<file path="src/vca_consts.svh">
`ifndef VCA_CONSTS_SVH
`define VCA_CONSTS_SVH

// register bus geometry
`define VCA_ADDR_W              12
`define VCA_DATA_W              32

// register byte addresses
`define VCA_CAP_BASE            12'h140
`define VCA_OFF_PVC_CAP1        12'h144
`define VCA_OFF_PVC_CAP2        12'h148
`define VCA_OFF_PVC_CTRL_STAT   12'h14C
`define VCA_OFF_RES_CAP0        12'h150

// port VC capability one fields
`define VCA_CAP1_EXT_LSB        0
`define VCA_CAP1_LOW_PRIORITY_VC_GROUP_LSB       4
`define VCA_CAP1_ENTRY_LSB      10
`define VCA_CAP1_ENTRY_SIZE     2'h2

// port VC capability two fields
`define VCA_CAP2_ARBCAP_LSB     0
`define VCA_CAP2_TBLOFF_LSB     24
`define VCA_VC_ARB_CAP_NONE     8'h00
`define VCA_VC_ARB_CAP_ONE      8'h03
`define VCA_VC_TBL_OFF_NONE     8'h00
`define VCA_VC_TBL_OFF_ONE      8'h03

// port VC control and status fields
`define VCA_CTRL_LOAD_BIT       0
`define VCA_CTRL_SEL_LSB        1
`define VCA_CTRL_SEL_RESET      3'h0
`define VCA_STAT_TBL_BIT        16

// VC resource capability zero fields
`define VCA_RC0_PORTCAP_LSB     0
`define VCA_RC0_APS_BIT         14
`define VCA_RC0_SNOOP_BIT       15
`define VCA_RC0_SLOTS_LSB       16
`define VCA_RC0_TBLOFF_LSB      24
`define VCA_PORT_ARB_CAP0       8'h09
`define VCA_MAX_TIME_SLOTS      7'h7F
`define VCA_PORT_TBL_OFF0       8'h04

// table geometry and load pacing
`define VCA_TBL_PHASES          32
`define VCA_TBL_ENTRY_W         4
`define VCA_UNIT_SHIFT          4
`define VCA_LOAD_GAP_CYCLES     1

`endif

</file>
<file path="src/vca_pkg.sv">
package vca_pkg;

    typedef enum logic [1:0] {
        VCA_ARB_FIXED_RR,
        VCA_ARB_WRR32
    } vca_scheme_t;

    typedef enum logic [1:0] {
        VCA_LD_IDLE,
        VCA_LD_COPY,
        VCA_LD_GAP
    } vca_ld_state_t;

    typedef struct packed {
        vca_scheme_t scheme;
        logic        tableLoaded;
        logic        loadBusy;
    } vca_arb_cfg_t;

endpackage : vca_pkg

</file>
<file path="src/vca_vc_arb_regs.sv">
// How it works
// - writing one to the load bit while no load is running copies the programmed table into the arbiter.
// - the load bit always reads back as zero.
// - selector codes zero and one are accepted as supported schemes.
// - other selector codes act as the default scheme; selector resets to zero.
// - any software write to a VC arbitration table entry sets the status flag.
// - status flag clears when the table load finishes; it resets to zero.
// - VC arbitration capability is 00h with zero extended VCs, 03h with one.
// - table offset in bits 31:24 is 03h with one extended VC, else 00h.
// - WRR with 32 phases is offered only when the low-priority group is nonzero.
// - port arbitration capability of resource zero reads 09h.
// - time-based WRR is never advertised on the default VC resource.
// - maximum time slots field in bits 22:16 reads 7Fh.
// - port arbitration table offset reads 04h in sixteen-byte units.
// - bits 14 and 15 of resource capability zero read as zero.
// - bits 2:0 of capability one report the extended VC count.
`timescale 1ns/1ps
`include "vca_consts.svh"

module vca_vc_arb_regs #(
    parameter int PHASES  = `VCA_TBL_PHASES,
    parameter int ENTRY_W = `VCA_TBL_ENTRY_W
) (
    input  wire logic                        clk_sys,
    input  wire logic                        rst_b,
    input  wire logic [`VCA_ADDR_W-1:0]      regAddr,
    input  wire logic [`VCA_DATA_W-1:0]      regWrData,
    input  wire logic                        regWr,
    input  wire logic                        regRd,
    output logic      [`VCA_DATA_W-1:0]      regRdData,
    input  wire logic [2:0]                  extVcCount,
    input  wire logic [2:0]                  lowPriorityVcGroup,
    output vca_pkg::vca_arb_cfg_t            arbCfg,
    output logic      [PHASES*ENTRY_W-1:0]   arbTable
);

    localparam int TBL_BITS = PHASES * ENTRY_W;
    localparam int WORDS    = (TBL_BITS + `VCA_DATA_W - 1) / `VCA_DATA_W;
    localparam int IDX_W    = (WORDS > 1) ? $clog2(WORDS) : 1;

    ////////////////////////////////////////////////////////////////////////////
    // count inputs, registered so every count-based capability field comes from a flop

    logic [2:0] extCount_q, extCount_d;
    logic [2:0] low_priority_vc_group_q,     low_priority_vc_group_d;

    always_comb begin
        extCount_d = extVcCount;
        low_priority_vc_group_d     = lowPriorityVcGroup;
    end

    always_ff @(posedge clk_sys or negedge rst_b) begin
        if (!rst_b) begin
            extCount_q <= 3'h0;
            low_priority_vc_group_q     <= 3'h0;
        end else begin
            extCount_q <= extCount_d;
            low_priority_vc_group_q     <= low_priority_vc_group_d;
        end
    end

    ////////////////////////////////////////////////////////////////////////////
    // capability words, all read-only

    logic                      oneExtVc;
    logic [7:0]                vcArbCap;
    logic [7:0]                vcTblOff;
    logic [`VCA_ADDR_W-1:0]    tblBase;
    logic [`VCA_DATA_W-1:0]    cap1Word;
    logic [`VCA_DATA_W-1:0]    cap2Word;
    logic [`VCA_DATA_W-1:0]    resCap0Word;

    always_comb begin
        oneExtVc = (extCount_q == 3'h1);
        vcArbCap = oneExtVc ? `VCA_VC_ARB_CAP_ONE : `VCA_VC_ARB_CAP_NONE;
        vcTblOff = oneExtVc ? `VCA_VC_TBL_OFF_ONE : `VCA_VC_TBL_OFF_NONE;
        tblBase  = `VCA_CAP_BASE
                 + (`VCA_ADDR_W'(vcTblOff) << `VCA_UNIT_SHIFT);

        cap1Word = '0;
        cap1Word[`VCA_CAP1_EXT_LSB +: 3]    = extCount_q;
        cap1Word[`VCA_CAP1_LOW_PRIORITY_VC_GROUP_LSB +: 3]   = low_priority_vc_group_q;
        cap1Word[`VCA_CAP1_ENTRY_LSB +: 2]  = `VCA_CAP1_ENTRY_SIZE;

        cap2Word = '0;
        cap2Word[`VCA_CAP2_ARBCAP_LSB +: 8] = vcArbCap;
        cap2Word[`VCA_CAP2_TBLOFF_LSB +: 8] = vcTblOff;

        // the default resource never advertises time-based WRR
        resCap0Word = '0;
        resCap0Word[`VCA_RC0_PORTCAP_LSB +: 8] = `VCA_PORT_ARB_CAP0;
        resCap0Word[`VCA_RC0_APS_BIT]          = 1'b0;
        resCap0Word[`VCA_RC0_SNOOP_BIT]        = 1'b0;
        resCap0Word[`VCA_RC0_SLOTS_LSB +: 7]   = `VCA_MAX_TIME_SLOTS;
        resCap0Word[`VCA_RC0_TBLOFF_LSB +: 8]  = `VCA_PORT_TBL_OFF0;
    end

    ////////////////////////////////////////////////////////////////////////////
    // address decode

    logic                   hitCtrl;
    logic                   hitCap1;
    logic                   hitCap2;
    logic                   hitRes0;
    logic                   hitTbl;
    logic [`VCA_ADDR_W-1:0] tblRel;
    logic [IDX_W-1:0]       tblIdx;

    always_comb begin
        hitCtrl = (regAddr == `VCA_OFF_PVC_CTRL_STAT);
        hitCap1 = (regAddr == `VCA_OFF_PVC_CAP1);
        hitCap2 = (regAddr == `VCA_OFF_PVC_CAP2);
        hitRes0 = (regAddr == `VCA_OFF_RES_CAP0);
        tblRel  = regAddr - tblBase;
        tblIdx  = tblRel[IDX_W+1:2];
        // the table only exists while exactly one extended VC is present
        hitTbl  = oneExtVc
               && (regAddr >= tblBase)
               && (tblRel[1:0] == 2'h0)
               && ((tblRel >> 2) < `VCA_ADDR_W'(WORDS));
    end

    ////////////////////////////////////////////////////////////////////////////
    // control word, load request and loader

    logic [2:0]       sel_q, sel_d;
    logic             loadReq;
    logic             ldBusy;
    logic             ldCopyEn;
    logic [IDX_W-1:0] ldCopyIdx;
    logic             ldDone;

    always_comb begin
        sel_d   = sel_q;
        loadReq = 1'b0;
        if (regWr && hitCtrl) begin
            // only the selector is stored; reserved bits are dropped
            sel_d   = regWrData[`VCA_CTRL_SEL_LSB +: 3];
            loadReq = regWrData[`VCA_CTRL_LOAD_BIT];
        end
    end

    always_ff @(posedge clk_sys or negedge rst_b) begin
        if (!rst_b) begin
            sel_q <= `VCA_CTRL_SEL_RESET;
        end else begin
            sel_q <= sel_d;
        end
    end

    // a request during a load is dropped; the running copy already
    // takes each word as it stands when its turn comes
    vca_table_loader #(
        .WORDS   (WORDS),
        .IDX_W   (IDX_W)
    ) uLoader (
        .clk_sys (clk_sys),
        .rst_b   (rst_b),
        .start   (loadReq && !ldBusy),
        .busy    (ldBusy),
        .copyEn  (ldCopyEn),
        .copyIdx (ldCopyIdx),
        .done    (ldDone)
    );

    vca_pkg::vca_scheme_t schemeEff;

    vca_scheme_decode uDecode (
        .selRaw   (sel_q),
        .wrrAvail (low_priority_vc_group_q != 3'h0),
        .scheme   (schemeEff)
    );

    ////////////////////////////////////////////////////////////////////////////
    // programmed table: software writes land here and read back from here

    logic [`VCA_DATA_W-1:0] shadow_q [WORDS];
    logic [`VCA_DATA_W-1:0] shadow_d [WORDS];
    logic                   tblWrite;

    always_comb begin
        tblWrite = regWr && hitTbl;
        for (int i = 0; i < WORDS; i++) begin
            shadow_d[i] = shadow_q[i];
            if (tblWrite && tblIdx == IDX_W'(i)) begin
                shadow_d[i] = regWrData;
            end
        end
    end

    always_ff @(posedge clk_sys or negedge rst_b) begin
        if (!rst_b) begin
            for (int i = 0; i < WORDS; i++) begin
                shadow_q[i] <= '0;
            end
        end else begin
            for (int i = 0; i < WORDS; i++) begin
                shadow_q[i] <= shadow_d[i];
            end
        end
    end

    ////////////////////////////////////////////////////////////////////////////
    // active table: only the loader moves it, so the arbiter never sees
    // a half-programmed table while software is still writing entries

    logic [`VCA_DATA_W-1:0] active_q [WORDS];
    logic [`VCA_DATA_W-1:0] active_d [WORDS];

    always_comb begin
        for (int i = 0; i < WORDS; i++) begin
            active_d[i] = active_q[i];
            if (ldCopyEn && ldCopyIdx == IDX_W'(i)) begin
                active_d[i] = shadow_q[i];
            end
        end
    end

    always_ff @(posedge clk_sys or negedge rst_b) begin
        if (!rst_b) begin
            for (int i = 0; i < WORDS; i++) begin
                active_q[i] <= '0;
            end
        end else begin
            for (int i = 0; i < WORDS; i++) begin
                active_q[i] <= active_d[i];
            end
        end
    end

    ////////////////////////////////////////////////////////////////////////////
    // table status flag and sticky loaded flag

    logic tblStat_q, tblStat_d;
    logic loaded_q,  loaded_d;

    always_comb begin
        // a table write in the finishing cycle keeps the flag set
        tblStat_d = (tblStat_q && !ldDone) || tblWrite;
        loaded_d  = loaded_q || ldDone;
    end

    always_ff @(posedge clk_sys or negedge rst_b) begin
        if (!rst_b) begin
            tblStat_q <= 1'b0;
            loaded_q  <= 1'b0;
        end else begin
            tblStat_q <= tblStat_d;
            loaded_q  <= loaded_d;
        end
    end

    ////////////////////////////////////////////////////////////////////////////
    // arbiter view: whole words packed, then cut to the table's own width

    logic [WORDS*`VCA_DATA_W-1:0] activeFlat;

    always_comb begin
        for (int i = 0; i < WORDS; i++) begin
            activeFlat[i*`VCA_DATA_W +: `VCA_DATA_W] = active_q[i];
        end
        arbTable = activeFlat[TBL_BITS-1:0];
    end

    assign arbCfg = '{scheme: schemeEff, tableLoaded: loaded_q, loadBusy: ldBusy};

    ////////////////////////////////////////////////////////////////////////////
    // read path: data stand in the cycle after the strobe

    logic [`VCA_DATA_W-1:0] rdData_q, rdData_d;
    logic [`VCA_DATA_W-1:0] ctrlWord;

    always_comb begin
        ctrlWord = '0;
        ctrlWord[`VCA_CTRL_LOAD_BIT]     = 1'b0;
        ctrlWord[`VCA_CTRL_SEL_LSB +: 3] = sel_q;
        ctrlWord[`VCA_STAT_TBL_BIT]      = tblStat_q;

        rdData_d = '0;
        if (regRd) begin
            if (hitCap1) begin
                rdData_d = cap1Word;
            end else if (hitCap2) begin
                rdData_d = cap2Word;
            end else if (hitCtrl) begin
                rdData_d = ctrlWord;
            end else if (hitRes0) begin
                rdData_d = resCap0Word;
            end else if (hitTbl) begin
                // software sees what it programmed, even before a load
                rdData_d = shadow_q[tblIdx];
            end else begin
                // unmapped addresses answer zero
                rdData_d = '0;
            end
        end
    end

    always_ff @(posedge clk_sys or negedge rst_b) begin
        if (!rst_b) begin
            rdData_q <= '0;
        end else begin
            rdData_q <= rdData_d;
        end
    end

    assign regRdData = rdData_q;

endmodule : vca_vc_arb_regs

</file>
<file path="src/vca_scheme_decode.sv">
`timescale 1ns/1ps
`include "vca_consts.svh"

module vca_scheme_decode (
    input  wire logic [2:0]          selRaw,
    input  wire logic                wrrAvail,
    output vca_pkg::vca_scheme_t     scheme
);

    // unsupported codes fall back to the default scheme
    always_comb begin
        if (selRaw == 3'h1 && wrrAvail) begin
            scheme = vca_pkg::VCA_ARB_WRR32;
        end else begin
            scheme = vca_pkg::VCA_ARB_FIXED_RR;
        end
    end

endmodule : vca_scheme_decode

</file>
<file path="src/vca_table_loader.sv">
`timescale 1ns/1ps
`include "vca_consts.svh"

module vca_table_loader #(
    parameter int WORDS = 4,
    parameter int IDX_W = 2
) (
    input  wire logic              clk_sys,
    input  wire logic              rst_b,
    input  wire logic              start,
    output logic                   busy,
    output logic                   copyEn,
    output logic [IDX_W-1:0]       copyIdx,
    output logic                   done
);

    localparam logic [IDX_W-1:0] LAST_IDX = IDX_W'(WORDS - 1);

    vca_pkg::vca_ld_state_t state_q, state_d;
    logic [IDX_W-1:0]       idx_q, idx_d;
    logic                   done_q, done_d;

    always_comb begin
        state_d = state_q;
        idx_d   = idx_q;
        done_d  = 1'b0;
        case (state_q)
            vca_pkg::VCA_LD_IDLE: begin
                if (start) begin
                    state_d = vca_pkg::VCA_LD_COPY;
                    idx_d   = '0;
                end
            end
            vca_pkg::VCA_LD_COPY: begin
                if (idx_q == LAST_IDX) begin
                    state_d = vca_pkg::VCA_LD_GAP;
                end else begin
                    idx_d = idx_q + IDX_W'(1);
                end
            end
            vca_pkg::VCA_LD_GAP: begin
                // one settle cycle before the arbiter may trust the table
                state_d = vca_pkg::VCA_LD_IDLE;
                done_d  = 1'b1;
            end
            default: begin
                state_d = vca_pkg::VCA_LD_IDLE;
            end
        endcase
    end

    always_ff @(posedge clk_sys or negedge rst_b) begin
        if (!rst_b) begin
            state_q <= vca_pkg::VCA_LD_IDLE;
            idx_q   <= '0;
            done_q  <= 1'b0;
        end else begin
            state_q <= state_d;
            idx_q   <= idx_d;
            done_q  <= done_d;
        end
    end

    assign busy    = (state_q != vca_pkg::VCA_LD_IDLE) || done_q;
    assign copyEn  = (state_q == vca_pkg::VCA_LD_COPY);
    assign copyIdx = idx_q;
    assign done    = done_q;

endmodule : vca_table_loader

</file>
<file path="config.mk">
export PLATFORM = sky130hd
export DESIGN_NAME = vca_vc_arb_regs
export DESIGN_NICKNAME = d
export VERILOG_FILES = /design/src/vca_pkg.sv /design/src/vca_vc_arb_regs.sv /design/src/vca_scheme_decode.sv /design/src/vca_table_loader.sv
export VERILOG_INCLUDE_DIRS = /design/src
export SDC_FILE = /design/constraint.sdc
export NUM_CORES = 1
export LEC_CHECK = 0
export BUFFER_PORTS_ARGS = -buffer_cell sky130_fd_sc_hd__buf_4
export CAP_MARGIN = 20
export CORE_AREA = 8 8 185 187
export CTS_CLUSTER_SIZE = 24
export DETAILED_ROUTE_END_ITERATION = 7
export DIE_AREA = 0 0 193 195
export PLACE_DENSITY = 0.64
export SLEW_MARGIN = 20
export SYNTH_ARGS = -nofsm -noshare
export SYNTH_HDL_FRONTEND = slang
export SYNTH_SLANG_ARGS = --single-unit
</file>
<file path="constraint.sdc">
create_clock -name clk_sys -period 2.4 [get_ports clk_sys]
set_input_delay 0.72 -clock clk_sys [delete_from_list [all_inputs] [get_ports clk_sys]]
set_output_delay 0.72 -clock clk_sys [all_outputs]
set_load 0.01 [all_outputs]
</file>
Yosys cells after proc, flatten, opt, wreduce, memory -nomap -nowiden
Index checks and enable logic that the tools add are counted.

word-level totals
  bits in registers = 304
  input port bits = 54
  output and inout port bits = 164

cells by class
  add/sub/neg operators = 3
  order comparisons = 3
  equal/unequal tests = 17
  multiplexer cells = 19
  bitwise gates (word level) = 1
  reduce and logical (&&, ||, !) cells = 30

operators by type and width
  cell                    number
  $mux W32                8
  $bmux W32 S2            1
  $eq A12 B9 Y1 const B   4
  $logic_and A1 B1 Y1     16
  $ge A12 B10 Y1          1
  $sub A12 B10 Y12        1
  $add A9 B6 Y10 const A  1
  $eq A2 B2 Y1 const B    5
  $lt A10 B3 Y1 const B   1
  $mux W2                 5
  $logic_not A2 Y1        4
  $pmux W2 S2             2
  $eq A2 B1 Y1 const B    3
  $eq A3 B1 Y1 const B    2
  $ne A2 B1 Y1 const B    2
  $reduce_bool A2 Y1      2
  $ge A3 B3 Y1 const B    1
  $logic_or A1 B1 Y1      3
  $mux W1                 3
  $not A2 Y3              1
  $reduce_and A3 Y1       1
  $reduce_bool A3 Y1      1
  $add A2 B1 Y2 const B   1
  $logic_not A1 Y1        2
  other kinds (2)         2

Longest topological paths before layout
  word-level depth = 14
  gate-level depth with buffers = 10
  gate-level depth less buffers = 8

Cells and area by module
From an unflattened synthesis, not the netlist that was laid out.

unflattened totals
  cells, all modules = 785
  area, all modules = 13,071.3 sq um

by module, submodules not included
  module             instances  cells an instance  area each (sq um)  seq. area each (sq um)
  vca_vc_arb_regs    1          762                12,801.0           7,482.2
  vca_table_loader   1          20                 246.5              125.1
  vca_scheme_decode  1          3                  23.8               0.0

Least setup slack after synthesis
Ideal clock, no wire load.

  kind = reg-to-reg
  from = register extCount_q[2]
  to = register shadow_q[10] (netlist bit)
  setup time = 0.127 ns
  arrival = 2.390 ns
  required time = 2.273 ns
  path slack = -0.117 ns
  cell stages (with the launch flop) = 11
  period minus slack after synthesis = 2.517 ns
  path through = dfrtp_1 nor3b_4 inv_1 ha_1 nor4bb_1 a21oi_2 nor3_4 and4_1 buf_4 buf_6 mux2_1

between the ends
  longest elaborated chain between the ends = 9
  elaborated cells on any way between the ends = 11
  those cells by class = add/sub: 2; order compare: 2; eq/ne: 1; mux: 1; reduce/logical: 5

ends and longest elaborated chain
  element                                                                   line                    text
  from (decl)                                                               vca_vc_arb_regs.sv:44   logic [2:0] extCount_q, extCount_d;
  from (signal assigned)                                                    vca_vc_arb_regs.sv:57   extCount_q <= extCount_d;
  $eq A3 B1 Y1 *                                                            vca_vc_arb_regs.sv:74   oneExtVc = (extCount_q == 3'h1);
  parallel branches: the longest is 5 deep, another holds $sub A12 B10 Y12  --
  $logic_and A1 B1 Y1 *                                                     vca_vc_arb_regs.sv:117  hitTbl = oneExtVc
  $logic_and A1 B1 Y1 *                                                     vca_vc_arb_regs.sv:182  tblWrite = regWr && hitTbl;
  $logic_and A1 B1 Y1 *                                                     vca_vc_arb_regs.sv:185  if (tblWrite && tblIdx == IDX_W'(i)) begin
  to (signal, indexed assignment)                                           vca_vc_arb_regs.sv:198  shadow_q[i] <= shadow_d[i];
  to (decl)                                                                 vca_vc_arb_regs.sv:177  logic [`VCA_DATA_W-1:0] shadow_q [WORDS];

Every way passes the cells marked *.
A chain may end at the register's enable or synchronous reset.

Worst setup path after layout
  from = register extCount_q[2]
  to = register shadow_q[59] (netlist bit)

Same word-level chain as after synthesis.

==> summary.log <==
[synthesis] number of instances in the synthesized netlist 778
[worst_hold_path] Worst Hold Class input pin to async pin
[pwr] power per standard cell area 669.8 nW/um^2
[detailed_routing] total met3 wirelength after detailed routing 2063 um
[detailed_routing] final routed DRC violation total 0
[detailed_routing] WL met2 17430 um
[global_route] antenna violations before repair 0
[detailed_routing] final WL 34970 um
[setup_path] Bufs and invs on worst path 3
[sta] Hold Vio Cnt, Final 0
[detailed_routing] mean routed wirelength per cell 23.60 um
[sta] final setup violation count 128
[sta] ratio of final minimum period to clock period 1.082
[detailed_routing] via count of the routed design 7650
[global_route] largest net degree at the start of global routing 64
[floorplan] IO Count 218
[detailed_routing] via density per instance 5.162
[detailed_routing] number of antenna-violating nets in the routed design 0
[floorplan] Die Span Y 195 um
[synthesis] share of the synthesized area in the top cell type 0.6144
[cts] clock transition at the registers of the reported paths 0.06 ns
[final_layout] Area Growth Syn to Fin 34.51%
[global_route] number of global-route vias before repair 8478
[setup_path] Data required, critical path 2.83 ns
[global_route] first-pass GRT wire length 53390 um
[cts] insertion delay of the later-clocked pin in the worst-skew pair 0.55 ns
[global_route] grt total ovfl 0
[final_layout] n_diodes 0
[synthesis] FF+latch count, synth 304
[pwr] largest voltage drop on the vdd net 0.0004946 V
[setup_path] critical setup path kind flop to flop
[sta] RSZ-0062 raised after global routing yes
[placed_design] GP Congestion 0.8462
[sta] maximum clock frequency 385.2 MHz
[cts] Root Driver sky130_fd_sc_hd__clkbuf_16
[sta] minimum clock period 2.596 ns
[cts] maximum level of the CTS H-tree 1
[status] result of the run complete, but fails checks
[setup_path] Worst path max stage delay 0.41 ns
[sta] Sum Neg Setup Slack -16.06 ns
[detailed_routing] max layer used met4
[cts] TritonCTS clock tree yes
[final_layout] Final Net Count 1116
[setup_path] crit path max-delay cell type sky130_fd_sc_hd__dfrtp_1
[detailed_routing] number of DRC markers after the initial detailed-route iteration 348
[placed_design] IO buf count 216
[global_route] GRT Overall Usage 0.1851
[final_layout] Util after Layout 0.5333
[flow_run] number of maximum-capacitance violations 0
[detailed_routing] wire length on met1 14820 um
[cts] Sink Count 304
[synthesis] number of library cell types mapped by synthesis 39
[floorplan] Floorplan Core Area 31230 sq um
[setup_path] startpoint type of the worst setup path flop
[floorplan] Die Footprint 37640 sq um
[sta] fin worst setup slack -0.1962 ns
[synthesis] yosys warns 0
[sta] Least-Margin Pin Slew 0.6298 ns
[status] failing checks negative setup slack
[final_layout] fraction of final layout cells sized beyond drive strength 1 0.5870
[cts] buffers from clock root to sink, at most 3
[pwr] Power, Total 11150 uW
[floorplan] die outline width 193 um
[placed_design] Detail Placement HPWL 23930 um
[setup_path] CP Max Fanout 12
[cts] TritonCTS Buffers 31
[sta] Slew Viols, Final 0
[sta] tightest slew margin relative to the limit 0.5801
[floorplan] number of standard-cell rows in the floorplan 65
[detailed_routing] Initial DRT Pass Iterations 4
[synthesis] Synth area leaders sky130_fd_sc_hd__dfrtp_1 (61%), sky130_fd_sc_hd__mux2_2 (20%), sky130_fd_sc_hd__mux4_2 (5.8%), sky130_fd_sc_hd__mux2_1 (3.4%), sky130_fd_sc_hd__buf_6 (1.1%)
[pwr] cell leakage power 0.008577 uW
[synthesis] post-synth top area cell sky130_fd_sc_hd__dfrtp_1
[setup_path] ordered list of cells on the worst path nor3b_4, inv_2, ha_4, nor4bb_4, a21oi_2, nor3_4, buf_4, and3_4, buf_12, mux2_2
[synthesis] Avg Synthesized Cell Area 15.92 sq um
[synthesis] sequential-to-total area share from yosys stat 0.6144
[floorplan] initial cell density of the core 0.3965
[setup_path] Critical Path Sink Type flop
[synthesis] synthesized cell area 12380 sq um
[sta] Post-Route Skew 0.01242 ns
[setup_path] dominant delay contributor by cell family on the critical path simple AND/OR/NAND/NOR gates
[setup_path] Worst EP arrival 3.03 ns
[synthesis] net count after synthesis 838
[placed_design] post-placement worst setup slack -0.3316 ns
worst paths after layout:
kind / startpoint / to / slack [ns] / cells past startpoint
setup / recovery: extCount_q[2]$_DFF_PN0_ / shadow_q[59]$_DFFE_PN0P_ / -0.20 / 10
hold / removal: rst_b / arbTable[97]$_DFFE_PN0P_ / 0.14 / 1
setup reg to reg: extCount_q[2]$_DFF_PN0_ / shadow_q[59]$_DFFE_PN0P_ / -0.20 / 10
hold reg to reg: uLoader.state_q[0]$_DFFE_PN0P_ / uLoader.done$_DFF_PN0_ / 0.44 / 1
max in group asynchronous: rst_b / shadow_q[90]$_DFFE_PN0P_ / 1.58 / 2
min in group clk_sys: lowPriorityVcGroup[0] / low_priority_vc_group_q[0]$_DFF_PN0_ / 0.27 / 1
routing by layer:
layer	vias up	track usage
met5	-	0
met4	0	0.04132
met3	51	0.03386
met2	221	0.3153
met1	4005	0.2422
li1	3373	-
worst register-to-register path, cell delays in order (launching register included):
cell	delay, ns
sky130_fd_sc_hd__dfrtp_1	0.41
sky130_fd_sc_hd__nor3b_4	0.30
sky130_fd_sc_hd__inv_2	0.08
sky130_fd_sc_hd__ha_4	0.17
sky130_fd_sc_hd__nor4bb_4	0.26
sky130_fd_sc_hd__a21oi_2	0.09
sky130_fd_sc_hd__nor3_4	0.22
sky130_fd_sc_hd__buf_4	0.16
sky130_fd_sc_hd__and3_4	0.27
sky130_fd_sc_hd__buf_12	0.18
sky130_fd_sc_hd__mux2_2	0.35
stage by stage:
step                instance area [sq um]  instances  hold slack (ns)
finish                              16650       1482           0.1370
global route                        16650       1482           0.1589
CTS                                 16540       1480           0.1360
detailed placement                  15040       1410           0.4318
global placement                    15040       1410           0.4270
floorplan                           12630        778           0.4183
what timing repair did:
item	4_1_cts	5_1_grt
setup buffers	10	0
gates resized for setup	32	15
gates cloned	3	2
pin swaps	5	0
endpoints found under the setup margin	132	130
hold buffers	0	0
cells by family after synthesis:
logic type                 share of synthesized area
DFF                                           0.6144
buffers and inverters                        0.02688
and+or+nand+nor                              0.04133
other                                      0.0003029
muxes                                         0.2955
AOI/OAI and AO/OA                            0.01556
adders and majority gates                   0.006063
power by group:
group	internal (uW)	total [uW]	switching [uW]
sequential	5130	5140	5.58
clock	3590	5640	2050
combinational	146	380	234
area by class of cell:
cell class,instances,area [sq um]
flip-flops and latches,304,7607
multi-input cells,418,4788
repair buffers,289,2490
clock inverters,21,376.6
fillers,2605,14580
well taps,402,503.0
clock buffers,36,844.6
inverters,12,45.04
cells in the final DEF, fill, tap and decap left out, types with 11 or more instances in the layout:
master	n
sky130_fd_sc_hd__and3_1	17
sky130_fd_sc_hd__buf_4	263
sky130_fd_sc_hd__mux4_2	32
sky130_fd_sc_hd__clkbuf_16	33
sky130_fd_sc_hd__mux2_4	76
sky130_fd_sc_hd__mux2_2	160
sky130_fd_sc_hd__o21ai_0	13
sky130_fd_sc_hd__inv_1	11
sky130_fd_sc_hd__dfrtp_1	304
sky130_fd_sc_hd__buf_12	15
sky130_fd_sc_hd__a21oi_1	12
sky130_fd_sc_hd__mux2_1	24
sky130_fd_sc_hd__nand2_1	17
Yosys cell counts (all sizes together):
| master | count |
|---|---|
| buf | 37 |
| mux4 | 32 |
| o21ai | 15 |
| o211ai | 1 |
| nor2b | 7 |
| or2 | 1 |
| and4 | 1 |
| dfrtp | 304 |
| nor2 | 10 |
| a21oi | 13 |
| nand4 | 3 |
| mux2i | 1 |
| nor3 | 4 |
| o31ai | 2 |
| o21a | 1 |
| nand2 | 22 |
| nand2b | 2 |
| nor3b | 2 |
| a32oi | 1 |
| and3 | 20 |
| clkbuf | 7 |
| nand3 | 8 |
| nor4bb | 1 |
| a32o | 1 |
| nor4b | 3 |
| conb | 1 |
| ha | 6 |
| mux2 | 260 |
| inv | 12 |
flip-flops by register name, indices dropped and copies added (netlist names):
| signal | cells |
|---|---|
| shadow_q | 128 |
| extCount_q | 3 |
| loaded_q | 1 |
| uLoader.done | 1 |
| uLoader.copyIdx | 2 |
| low_priority_vc_group_q | 3 |
| arbTable | 128 |
| tblStat_q | 1 |
| regRdData | 32 |
| uLoader.state_q | 2 |
| sel_q | 3 |
Note: power is estimated with default switching activity, not from simulation.
